--- config.mk ---
export PLATFORM = sky130hd
export DESIGN_NAME = bridge_parity_error_handler
export DESIGN_NICKNAME = d
export VERILOG_FILES = /design/src/bridge_parity_pkg.sv /design/src/bridge_parity_error_handler.sv
export SDC_FILE = /design/constraint.sdc
export NUM_CORES = 1
export LEC_CHECK = 0
export ABC_AREA = 0
export BUFFER_PORTS_ARGS = -buffer_cell sky130_fd_sc_hd__buf_2
export CORE_ASPECT_RATIO = 0.8
export CORE_MARGIN = 1
export CORE_UTILIZATION = 50
export CTS_BUF_LIST = sky130_fd_sc_hd__clkbuf_8
export CTS_CLUSTER_DIAMETER = 30
export DETAILED_ROUTE_END_ITERATION = 8
export PLACE_DENSITY = 0.77
export SYNTH_ARGS = -nofsm -noshare
export SYNTH_HDL_FRONTEND = slang
export SYNTH_SLANG_ARGS = --single-unit
--- constraint.sdc ---
create_clock -name clk_i -period 4.9 [get_ports clk_i]
set_input_delay 0.98 -clock clk_i [delete_from_list [all_inputs] [get_ports clk_i]]
set_output_delay 0.98 -clock clk_i [all_outputs]
set_load 0.02 [all_outputs]
--- src/bridge_parity_pkg.sv ---
package bridge_parity_pkg;

    // ------------------------------------------------------------
    // bus indices and widths
    // ------------------------------------------------------------
    localparam int unsigned BUS_PRI = 0;
    localparam int unsigned BUS_SEC = 1;
    localparam int unsigned AD_W = 32;
    localparam int unsigned CBE_W = 4;
    localparam int unsigned REG_AW = 8;

    // ------------------------------------------------------------
    // register offsets (byte addresses)
    // ------------------------------------------------------------
    localparam logic [7:0] OFS_CMD_STATUS = 8'h04;
    localparam logic [7:0] OFS_SEC_STATUS = 8'h1C;
    localparam logic [7:0] OFS_BRIDGE_CTRL = 8'h3C;

    // ------------------------------------------------------------
    // field positions
    // ------------------------------------------------------------
    localparam int unsigned BIT_CMD_PRE = 6;
    localparam int unsigned BIT_CMD_SERR_EN = 8;
    localparam int unsigned BIT_ST_DPD = 24;
    localparam int unsigned BIT_ST_SIG_SERR = 30;
    localparam int unsigned BIT_ST_DET = 31;
    localparam int unsigned BIT_BCTL_PRE = 16;

    // ------------------------------------------------------------
    // reset values
    // ------------------------------------------------------------
    localparam logic RST_PRE = 1'b0;
    localparam logic RST_SERR_EN = 1'b0;
    localparam logic RST_STATUS = 1'b0;

    // ------------------------------------------------------------
    // timing: parity error output follows the data transfer
    // ------------------------------------------------------------
    localparam int unsigned PERR_DELAY_CYC = 2;

    // one bus as seen by the error logic, driven by the bus engines
    typedef struct packed {
        logic addr_phase;
        logic data_phase;
        logic [AD_W-1:0] ad;
        logic [CBE_W-1:0] cbe;
        logic par;
        logic claim_hit;
        logic cfg_wr0;
        logic read_rx;
        logic read_return;
        logic posted_wr;
        logic dw_req;
        logic dw_status_ready;
        logic multi_phase;
        logic deliver_dw;
        logic perr_seen;
    } bus_in_t;

    typedef struct packed {
        logic device_select;
        logic target_ready;
        logic stop;
        logic retry;
        logic dw_queue;
        logic dw_done;
        logic cfg_wr_en;
        logic fwd_valid;
        logic [AD_W-1:0] fwd_ad;
        logic [CBE_W-1:0] fwd_cbe;
        logic fwd_par;
        logic parity_error_oe;
    } bus_out_t;

    typedef struct packed {
        logic valid;
        logic held_err;
        logic [AD_W-1:0] addr;
        logic [CBE_W-1:0] cmd;
        logic apar;
        logic [AD_W-1:0] data;
        logic [CBE_W-1:0] be;
        logic dpar;
    } dw_entry_t;

    typedef struct packed {
        logic [AD_W-1:0] addr;
        logic [CBE_W-1:0] cmd;
        logic apar;
        logic ape;
    } addr_cap_t;

endpackage

--- src/bridge_parity_error_handler.sv ---
// Decided for this implementation: strobed register access and the address map.
`timescale 1ns/1ps
module bridge_parity_error_handler (
    input wire logic clk_i,
    input wire logic srst_i,
    input wire logic [7:0] reg_addr_i,
    input wire logic [31:0] reg_wdata_i,
    input wire logic reg_wr_i,
    input wire logic reg_rd_i,
    output logic [31:0] reg_rdata_o,
    input bridge_parity_pkg::bus_in_t primary_bus_i,
    input bridge_parity_pkg::bus_in_t secondary_bus_i,
    output bridge_parity_pkg::bus_out_t primary_bus_o,
    output bridge_parity_pkg::bus_out_t secondary_bus_o,
    output logic primary_parity_error_out_n_o,
    output logic secondary_parity_error_out_n_o,
    output logic primary_system_error_out_n_o,
    output logic primary_system_error_out_oe_o
);

    // ------------------------------------------------------------
    // state
    // ------------------------------------------------------------
    typedef struct packed {
        logic pre_pri;
        logic pre_sec;
        logic serr_en;
        logic [1:0] det;
        logic [1:0] dpd;
        logic sig_serr;
        logic [31:0] rdata;
        logic [1:0][1:0] perr_pipe;
        logic [1:0] serr_pipe;
        bridge_parity_pkg::addr_cap_t [1:0] acap;
        bridge_parity_pkg::dw_entry_t [1:0] entry;
        logic [1:0] fwd_valid;
        logic [1:0][bridge_parity_pkg::AD_W-1:0] fwd_ad;
        logic [1:0][bridge_parity_pkg::CBE_W-1:0] fwd_cbe;
        logic [1:0] fwd_par;
    } state_t;

    state_t state_reg;
    state_t state_next;

    bridge_parity_pkg::bus_in_t [1:0] bus_in;
    bridge_parity_pkg::bus_out_t [1:0] bus_out;
    logic [1:0] perr_fire;
    logic [1:0] serr_fire;
    logic [1:0] det_set;
    logic [1:0] dpd_set;
    logic [1:0] par_err;
    logic [1:0] pre;
    logic [1:0] dw_match;
    logic [1:0] held_set;
    logic [31:0] status_word;
    logic [31:0] sec_word;
    logic [31:0] bctl_word;
    logic [31:0] wmask;

    assign bus_in[bridge_parity_pkg::BUS_PRI] = primary_bus_i;
    assign bus_in[bridge_parity_pkg::BUS_SEC] = secondary_bus_i;
    assign primary_bus_o = bus_out[bridge_parity_pkg::BUS_PRI];
    assign secondary_bus_o = bus_out[bridge_parity_pkg::BUS_SEC];

    assign pre[bridge_parity_pkg::BUS_PRI] = state_reg.pre_pri;
    assign pre[bridge_parity_pkg::BUS_SEC] = state_reg.pre_sec;

    // ------------------------------------------------------------
    // register read view
    // ------------------------------------------------------------
    always_comb begin
        status_word = '0;
        status_word[bridge_parity_pkg::BIT_CMD_PRE] = state_reg.pre_pri;
        status_word[bridge_parity_pkg::BIT_CMD_SERR_EN] = state_reg.serr_en;
        status_word[bridge_parity_pkg::BIT_ST_DPD] = state_reg.dpd[bridge_parity_pkg::BUS_PRI];
        status_word[bridge_parity_pkg::BIT_ST_SIG_SERR] = state_reg.sig_serr;
        status_word[bridge_parity_pkg::BIT_ST_DET] = state_reg.det[bridge_parity_pkg::BUS_PRI];
        sec_word = '0;
        sec_word[bridge_parity_pkg::BIT_ST_DPD] = state_reg.dpd[bridge_parity_pkg::BUS_SEC];
        sec_word[bridge_parity_pkg::BIT_ST_DET] = state_reg.det[bridge_parity_pkg::BUS_SEC];
        bctl_word = '0;
        bctl_word[bridge_parity_pkg::BIT_BCTL_PRE] = state_reg.pre_sec;
        wmask = reg_wr_i ? reg_wdata_i : 32'h0000_0000;
    end

    // ------------------------------------------------------------
    // per-bus parity checking and event decode
    // ------------------------------------------------------------
    always_comb begin
        for (int b = 0; b < 2; b++) begin
            // even parity: ad, cbe and par together carry an even count of ones
            par_err[b] = ^{bus_in[b].ad, bus_in[b].cbe, bus_in[b].par};
            dw_match[b] = state_reg.entry[b].valid
                && (state_reg.entry[b].addr == state_reg.acap[b].addr)
                && (state_reg.entry[b].cmd == state_reg.acap[b].cmd)
                && (state_reg.entry[b].data == bus_in[b].ad)
                && (state_reg.entry[b].be == bus_in[b].cbe);
        end
    end

    always_comb begin
        int o;
        o = 0;
        state_next = state_reg;
        perr_fire = '0;
        serr_fire = '0;
        det_set = '0;
        dpd_set = '0;
        held_set = '0;
        bus_out = '0;

        for (int b = 0; b < 2; b++) begin
            o = 1 - b;

            // --------------------------------------------------------
            // address phase
            // --------------------------------------------------------
            if (bus_in[b].addr_phase) begin
                state_next.acap[b].addr = bus_in[b].ad;
                state_next.acap[b].cmd = bus_in[b].cbe;
                state_next.acap[b].apar = bus_in[b].par;
                state_next.acap[b].ape = par_err[b];
                if (par_err[b]) begin
                    det_set[b] = 1'b1;
                    if (pre[b] && state_reg.serr_en) begin
                        serr_fire[b] = 1'b1;
                    end
                end
                // claiming is blocked only while response is enabled
                bus_out[b].device_select = bus_in[b].claim_hit && !(par_err[b] && pre[b]);
            end

            // --------------------------------------------------------
            // data phase
            // --------------------------------------------------------
            if (bus_in[b].data_phase) begin
                if (bus_in[b].cfg_wr0 && b == bridge_parity_pkg::BUS_PRI) begin
                    bus_out[b].target_ready = 1'b1;
                    bus_out[b].cfg_wr_en = 1'b1;
                    if (par_err[b]) begin
                        det_set[b] = 1'b1;
                        perr_fire[b] = pre[b];
                    end
                end
                if (bus_in[b].read_rx && par_err[b]) begin
                    det_set[b] = 1'b1;
                    if (pre[b]) begin
                        perr_fire[b] = 1'b1;
                        dpd_set[b] = 1'b1;
                    end
                end
                if (bus_in[b].posted_wr && par_err[b]) begin
                    det_set[b] = 1'b1;
                end
                // an initiator reporting bad read data is left to handle it
                if (bus_in[b].read_return) begin
                    bus_out[b].target_ready = 1'b1;
                end

                // delayed write as target on bus b
                if (bus_in[b].dw_req) begin
                    if (par_err[b]) begin
                        det_set[b] = 1'b1;
                    end
                    if (!state_reg.entry[b].valid) begin
                        if (par_err[b] && pre[b]) begin
                            bus_out[b].target_ready = 1'b1;
                            bus_out[b].stop = bus_in[b].multi_phase;
                            perr_fire[b] = 1'b1;
                        end else begin
                            bus_out[b].retry = 1'b1;
                            bus_out[b].dw_queue = 1'b1;
                            state_next.entry[b].valid = 1'b1;
                            state_next.entry[b].held_err = 1'b0;
                            state_next.entry[b].addr = state_reg.acap[b].addr;
                            state_next.entry[b].cmd = state_reg.acap[b].cmd;
                            state_next.entry[b].apar = state_reg.acap[b].apar;
                            state_next.entry[b].data = bus_in[b].ad;
                            state_next.entry[b].be = bus_in[b].cbe;
                            state_next.entry[b].dpar = bus_in[b].par;
                        end
                    end else if (dw_match[b] && bus_in[b].dw_status_ready) begin
                        bus_out[b].target_ready = 1'b1;
                        if (par_err[b]) begin
                            // status kept back, entry stays queued
                            perr_fire[b] = pre[b];
                        end else begin
                            bus_out[b].dw_done = 1'b1;
                            state_next.entry[b].valid = 1'b0;
                            if (state_reg.entry[b].held_err && state_reg.pre_pri && state_reg.pre_sec) begin
                                perr_fire[b] = 1'b1;
                            end
                        end
                    end else begin
                        bus_out[b].retry = 1'b1;
                    end
                end
            end

            // forwarding copy of either phase; parity passes as seen, never regenerated
            state_next.fwd_valid[o] = bus_in[b].addr_phase | bus_in[b].data_phase;
            if (bus_in[b].addr_phase | bus_in[b].data_phase) begin
                state_next.fwd_ad[o] = bus_in[b].ad;
                state_next.fwd_cbe[o] = bus_in[b].cbe;
                state_next.fwd_par[o] = bus_in[b].par;
            end

            // --------------------------------------------------------
            // target on bus b reports an error on delayed write data
            // --------------------------------------------------------
            if (bus_in[b].deliver_dw && bus_in[b].perr_seen) begin
                if (pre[b]) begin
                    dpd_set[b] = 1'b1;
                end
                held_set[o] = 1'b1;
            end
        end

        for (int b = 0; b < 2; b++) begin
            // a held error survives until its entry completes
            if (held_set[b] && state_next.entry[b].valid) begin
                state_next.entry[b].held_err = 1'b1;
            end
            bus_out[b].fwd_valid = state_reg.fwd_valid[b];
            bus_out[b].fwd_ad = state_reg.fwd_ad[b];
            bus_out[b].fwd_cbe = state_reg.fwd_cbe[b];
            bus_out[b].fwd_par = state_reg.fwd_par[b];
            bus_out[b].parity_error_oe = state_reg.perr_pipe[b][1];
            state_next.perr_pipe[b][0] = perr_fire[b];
            state_next.perr_pipe[b][1] = state_reg.perr_pipe[b][0];
        end
        state_next.serr_pipe[0] = |serr_fire;
        state_next.serr_pipe[1] = state_reg.serr_pipe[0];

        // --------------------------------------------------------
        // register writes; hardware set wins over a software clear
        // --------------------------------------------------------
        if (reg_wr_i && reg_addr_i == bridge_parity_pkg::OFS_CMD_STATUS) begin
            state_next.pre_pri = reg_wdata_i[bridge_parity_pkg::BIT_CMD_PRE];
            state_next.serr_en = reg_wdata_i[bridge_parity_pkg::BIT_CMD_SERR_EN];
            state_next.det[0] = state_reg.det[0] & ~wmask[bridge_parity_pkg::BIT_ST_DET];
            state_next.dpd[0] = state_reg.dpd[0] & ~wmask[bridge_parity_pkg::BIT_ST_DPD];
            state_next.sig_serr = state_reg.sig_serr & ~wmask[bridge_parity_pkg::BIT_ST_SIG_SERR];
        end
        if (reg_wr_i && reg_addr_i == bridge_parity_pkg::OFS_SEC_STATUS) begin
            state_next.det[1] = state_reg.det[1] & ~wmask[bridge_parity_pkg::BIT_ST_DET];
            state_next.dpd[1] = state_reg.dpd[1] & ~wmask[bridge_parity_pkg::BIT_ST_DPD];
        end
        if (reg_wr_i && reg_addr_i == bridge_parity_pkg::OFS_BRIDGE_CTRL) begin
            state_next.pre_sec = reg_wdata_i[bridge_parity_pkg::BIT_BCTL_PRE];
        end
        state_next.det = state_next.det | det_set;
        state_next.dpd = state_next.dpd | dpd_set;
        if (|serr_fire) begin
            state_next.sig_serr = 1'b1;
        end

        // --------------------------------------------------------
        // register read, data valid the cycle after the strobe
        // --------------------------------------------------------
        state_next.rdata = 32'h0000_0000;
        if (reg_rd_i) begin
            case (reg_addr_i)
                bridge_parity_pkg::OFS_CMD_STATUS: begin
                    state_next.rdata = status_word;
                end
                bridge_parity_pkg::OFS_SEC_STATUS: begin
                    state_next.rdata = sec_word;
                end
                bridge_parity_pkg::OFS_BRIDGE_CTRL: begin
                    state_next.rdata = bctl_word;
                end
                default: begin
                    state_next.rdata = 32'h0000_0000;
                end
            endcase
        end
    end

    // ------------------------------------------------------------
    // registers
    // ------------------------------------------------------------
    always_ff @(posedge clk_i) begin
        if (srst_i) begin
            state_reg <= '0;
            state_reg.pre_pri <= bridge_parity_pkg::RST_PRE;
            state_reg.pre_sec <= bridge_parity_pkg::RST_PRE;
            state_reg.serr_en <= bridge_parity_pkg::RST_SERR_EN;
            state_reg.det <= {2{bridge_parity_pkg::RST_STATUS}};
            state_reg.dpd <= {2{bridge_parity_pkg::RST_STATUS}};
            state_reg.sig_serr <= bridge_parity_pkg::RST_STATUS;
        end else begin
            state_reg <= state_next;
        end
    end

    // ------------------------------------------------------------
    // outputs; error pins are driven low only while enabled
    // ------------------------------------------------------------
    assign reg_rdata_o = state_reg.rdata;
    assign primary_parity_error_out_n_o = ~state_reg.perr_pipe[0][1];
    assign secondary_parity_error_out_n_o = ~state_reg.perr_pipe[1][1];
    assign primary_system_error_out_n_o = ~state_reg.serr_pipe[1];
    assign primary_system_error_out_oe_o = state_reg.serr_pipe[1];

endmodule

# Yosys cells after proc, flatten, opt, wreduce, memory -nomap -nowiden
# Cells that the tools add are included.
[classes] n_eq_ne=15 n_mux=102 bitwise=22 n_reduce_logical=48
[ops] cell="$mux W76" n=6
[ops] cell="$mux W75" n=2
[ops] cell="$eq A32 B32 Y1" n=4
[ops] cell="$pmux W32 S3" n=1
[ops] cell="$mux W1" n=83
[ops] cell="$reduce_xor A37 Y1" n=2
[ops] cell="$mux W32" n=1
[ops] cell="$logic_and A1 B1 Y1" n=31
[ops] cell="$eq A4 B4 Y1" n=4
[ops] cell="$reduce_and A4 Y1" n=4
[ops] cell="$mux W5" n=3
[ops] cell="$not A1 Y1" n=13
[ops] cell="$mux W2" n=5
[ops] cell="$reduce_bool A2 Y1" n=5
[ops] cell="$eq A8 B3 Y1 const B" n=1
[ops] cell="$eq A8 B5 Y1 const B" n=1
[ops] cell="$eq A8 B6 Y1 const B" n=1
[ops] cell="$ne A2 B1 Y1 const B" n=4
[ops] cell="$reduce_or A2 Y1" n=4
[ops] cell="$mux W6" n=1
[ops] cell="$and A1 B1 Y1" n=5
[ops] cell="$or A2 B2 Y2" n=2
[ops] cell="$logic_not A1 Y1" n=2
[ops] cell="$or A1 B1 Y1" n=2
[totals] register_bits=348 in_bits=142 elab_cells=228

# Logic depth before layout (Yosys ltp)
[depth] word_depth=13 depth_mapped=10 depth_no_buf=9

# Worst setup path after synthesis
# OpenSTA, ideal clock, no wires.
[synth_path] path_type="input to output" from="input secondary_bus_i[16] (netlist name)" to="output secondary_bus_o[44] (netlist name)" arrival_ns=2.784 t_required_ns=3.920 path_slack_ns=1.136 stages=8 n_path_buf=0 path_cell_list="xor2_1 xnor2_1 xnor2_1 xnor3_2 xor2_1 o31ai_1 a21oi_1 nor2b_1"
[synth_lines] element="start, declared" line="bridge_parity_error_handler.sv:12" rtl="input bridge_parity_pkg::bus_in_t secondary_bus_i,"
[synth_lines] element="end, declared" line="bridge_parity_error_handler.sv:14" rtl="output bridge_parity_pkg::bus_out_t secondary_bus_o,"

==> flow_summary.ini <==
[global_route]
grt_pass1_vias = 10400
grt_max_degree = 158
antenna_found_initial = 0
gr-total-overflow = 0
grt_pass1_wl_mm = 56.1
grtUsageTotal_pct = 24.0

[yosys]
yosysTopAreaCell = dfxtp_1
synth_ff_type = dfxtp_1
synth.area.top_cells = dfxtp_1, mux2i_1, nand2_1
synth-edff-count = 0
synthDistinctLibCells = 63
syn_inst = 1664
ys_seq_elements = 316
synthesis.area_um2 = 14500
synth_common_cells = nand2_1, dfxtp_1, nor2_1
yosysMostFrequentCell = nand2_1
syn_area_per_cell_um2 = 8.70
yosysSeqAreaShare_pct = 43.7
async_flop_share_pct = 0
yosysWarnings = 0
yosys.area.top_type_share_pct = 43.7

[power_and_ir_drop]
power.density_nw_per_um2 = 427
power_mw = 7.05
p_leak_nw = 7.01
peakVddDrop_uv = 327

[sta]
tightest_slew_ns = 1.01
finalSetupTns_ns = 0
relSlewSlack_pct = 32.7
fmax_ghz = 0.226
min_period_ns = 4.43
hold_viol_final = 0
grt_setup_unrepaired = no
setup_viol = 0
drv_slew = 0
fin_ws_ns = 0.472
period_share_pct = 90.4
skew_ns = 0.0291
timing.hold.ws_ns = 0.441

[cts]
holdBufCountCts = 0
htree_levels = 2
cts-root-buf = clkbuf_8
cts_buffers = 60
post-cts-setup-buffers = 0
cts_resized = 0
cts.sinks = 316
clkLatencyLatePin_ns = 0.59
cts_tree = yes
clk_pin_slew_ns = 0.06
cts_buffer_depth = 3

[cells_and_area]
layout.core_utilization_pct = 58.1
largest_reg_flops = 224
final_nets = 1923
insertedDiodeCount = 0
layout-drive-gt1-share_pct = 19.0
syn_to_final_growth_pct = 13.8

[placed_design]
port_buffers = 215
place_ws_ns = 0.549
dp_hpwl_mm = 24.7
place.gp.congestion = 0.917

[critical_path]
endpoint_kind = primary output
crit_required_ns = 3.92
critical_path_class = input port to primary output
path_max_fanout = 7
cp.arrival_ns = 3.45
critPathLaunchType = input port
reg2regPathDepth = 7

[worst_hold_path]
min_path_cells = 1
min_path_type = flip-flop to flip-flop

[status]
status = finished clean

[die]
die_x_um = 192
core_area_um2 = 28400
die_y_um = 154
rows = 55
initial_core_util_pct = 51.1
pin_count = 270
dieArea_um2 = 29700

[drt]
initialDrtViolationCount = 928
wl_per_cell_um = 16.8
vias = 11500
via_per_inst = 5.24
drcViolationCount = 0
drtAntennaViolNets = 0
wl_mm = 37.0
drtPass1Iterations = 5

[flow_run]
cap_violations = 0
area by class of cell:
| type | count | area, um2 |
|---|---|---|
| Fill cell | 2492 | 11900 |
| Multi-Input combinational cell | 1133 | 6830 |
| Sequential cell | 316 | 6330 |
| Timing Repair Buffer | 225 | 1190 |
| Clock buffer | 74 | 1020 |
| Clock inverter | 38 | 498 |
| Tap cell | 370 | 463 |
| Inverter | 45 | 169 |
per-layer routing:
| layer | share of wire [%] | global-route usage (%) | vias to the layer above |
|---|---|---|---|
| li1 | - | - | 5589 |
| met1 | 48 | 36.1 | 5481 |
| met2 | 42 | 34.0 | 419 |
| met3 | 8.6 | 6.13 | 46 |
| met4 | 1.4 | 5.70 | 0 |
| met5 | 0 | 0 | - |
worst max-delay path: stages:
cell	delay, ns
buf_2	0.16
xor2_1	0.16
xnor2_1	0.50
xnor2_1	0.19
xnor3_1	0.43
mux2i_4	0.41
o21ai_0	0.12
a21oi_1	0.19
o31a_1	0.14
buf_2	0.15
cell usage in the layout, fill, tap and decap left out, types with 3 or more instances in the layout:
| master | Yosys | routed |
|---|---|---|
| xnor3_1 | 4 | 4 |
| bufinv_16 | 0 | 11 |
| nand2_1 | 319 | 319 |
| nor2b_1 | 6 | 6 |
| xor2_1 | 60 | 60 |
| conb_1 | 1 | 27 |
| mux2i_1 | 144 | 144 |
| nand3_1 | 12 | 12 |
| clkinv_4 | 0 | 3 |
| o2bb2ai_1 | 12 | 12 |
| dfxtp_1 | 316 | 316 |
| a2111oi_0 | 3 | 3 |
| and2_1 | 3 | 3 |
| nor3_1 | 5 | 5 |
| clkbuf_8 | 0 | 74 |
| nor2_1 | 162 | 160 |
| nor4_1 | 23 | 23 |
| buf_2 | 8 | 214 |
| o21ai_0 | 10 | 10 |
| inv_1 | 44 | 48 |
| o22ai_1 | 10 | 10 |
| clkinv_2 | 0 | 10 |
| buf_4 | 112 | 8 |
| a21oi_1 | 158 | 158 |
| clkinvlp_4 | 0 | 9 |
| nand2b_1 | 3 | 3 |
| xnor2_1 | 108 | 108 |
| nand4_1 | 18 | 18 |
through the flow:
step                cell area [um2]  instances
floorplan                     14600       1690
global placement              15000       2089
detailed placement            15000       2089
CTS                           16500       2201
global route                  16500       2201
finish                        16500       2201
cells by family (layout without fill, tap and decap cells):
kind of cell | Yosys count | after routing | synth area share, %
buf+inv | 241 | 382 | 9.94
flops | 316 | 316 | 43.7
mux | 145 | 145 | 10.1
compound gates | 222 | 222 | 8.87
simple gates | 563 | 563 | 16.0
xor+xnor | 176 | 176 | 11.4
other cells | 1 | 27 | 0.0259
report_power, final:
| group | internal, mW | leakage [nW] | switching, mW |
|---|---|---|---|
| Combinational | 0.425 | 3.66 | 0.667 |
| Sequential | 2.70 | 2.59 | 0.0856 |
| Clock | 1.97 | 0.766 | 1.20 |
| Total | 5.09 | 7.01 | 1.96 |
worst paths after layout:
path                                                   from                            end  slack [ns]
worst max-delay path                      primary_bus_i[36]              primary_bus_o[44]        0.47
worst min-delay path             state_next[309]$_SDFF_PP0_  secondary_bus_o[0]$_SDFF_PP0_        0.44
worst max register to register  state_reg[270]$_SDFFE_PP0P_     state_next[309]$_SDFF_PP0_        2.16
worst min register to register   state_next[309]$_SDFF_PP0_  secondary_bus_o[0]$_SDFF_PP0_        0.44
Note: power is estimated with default switching activity, not from simulation.
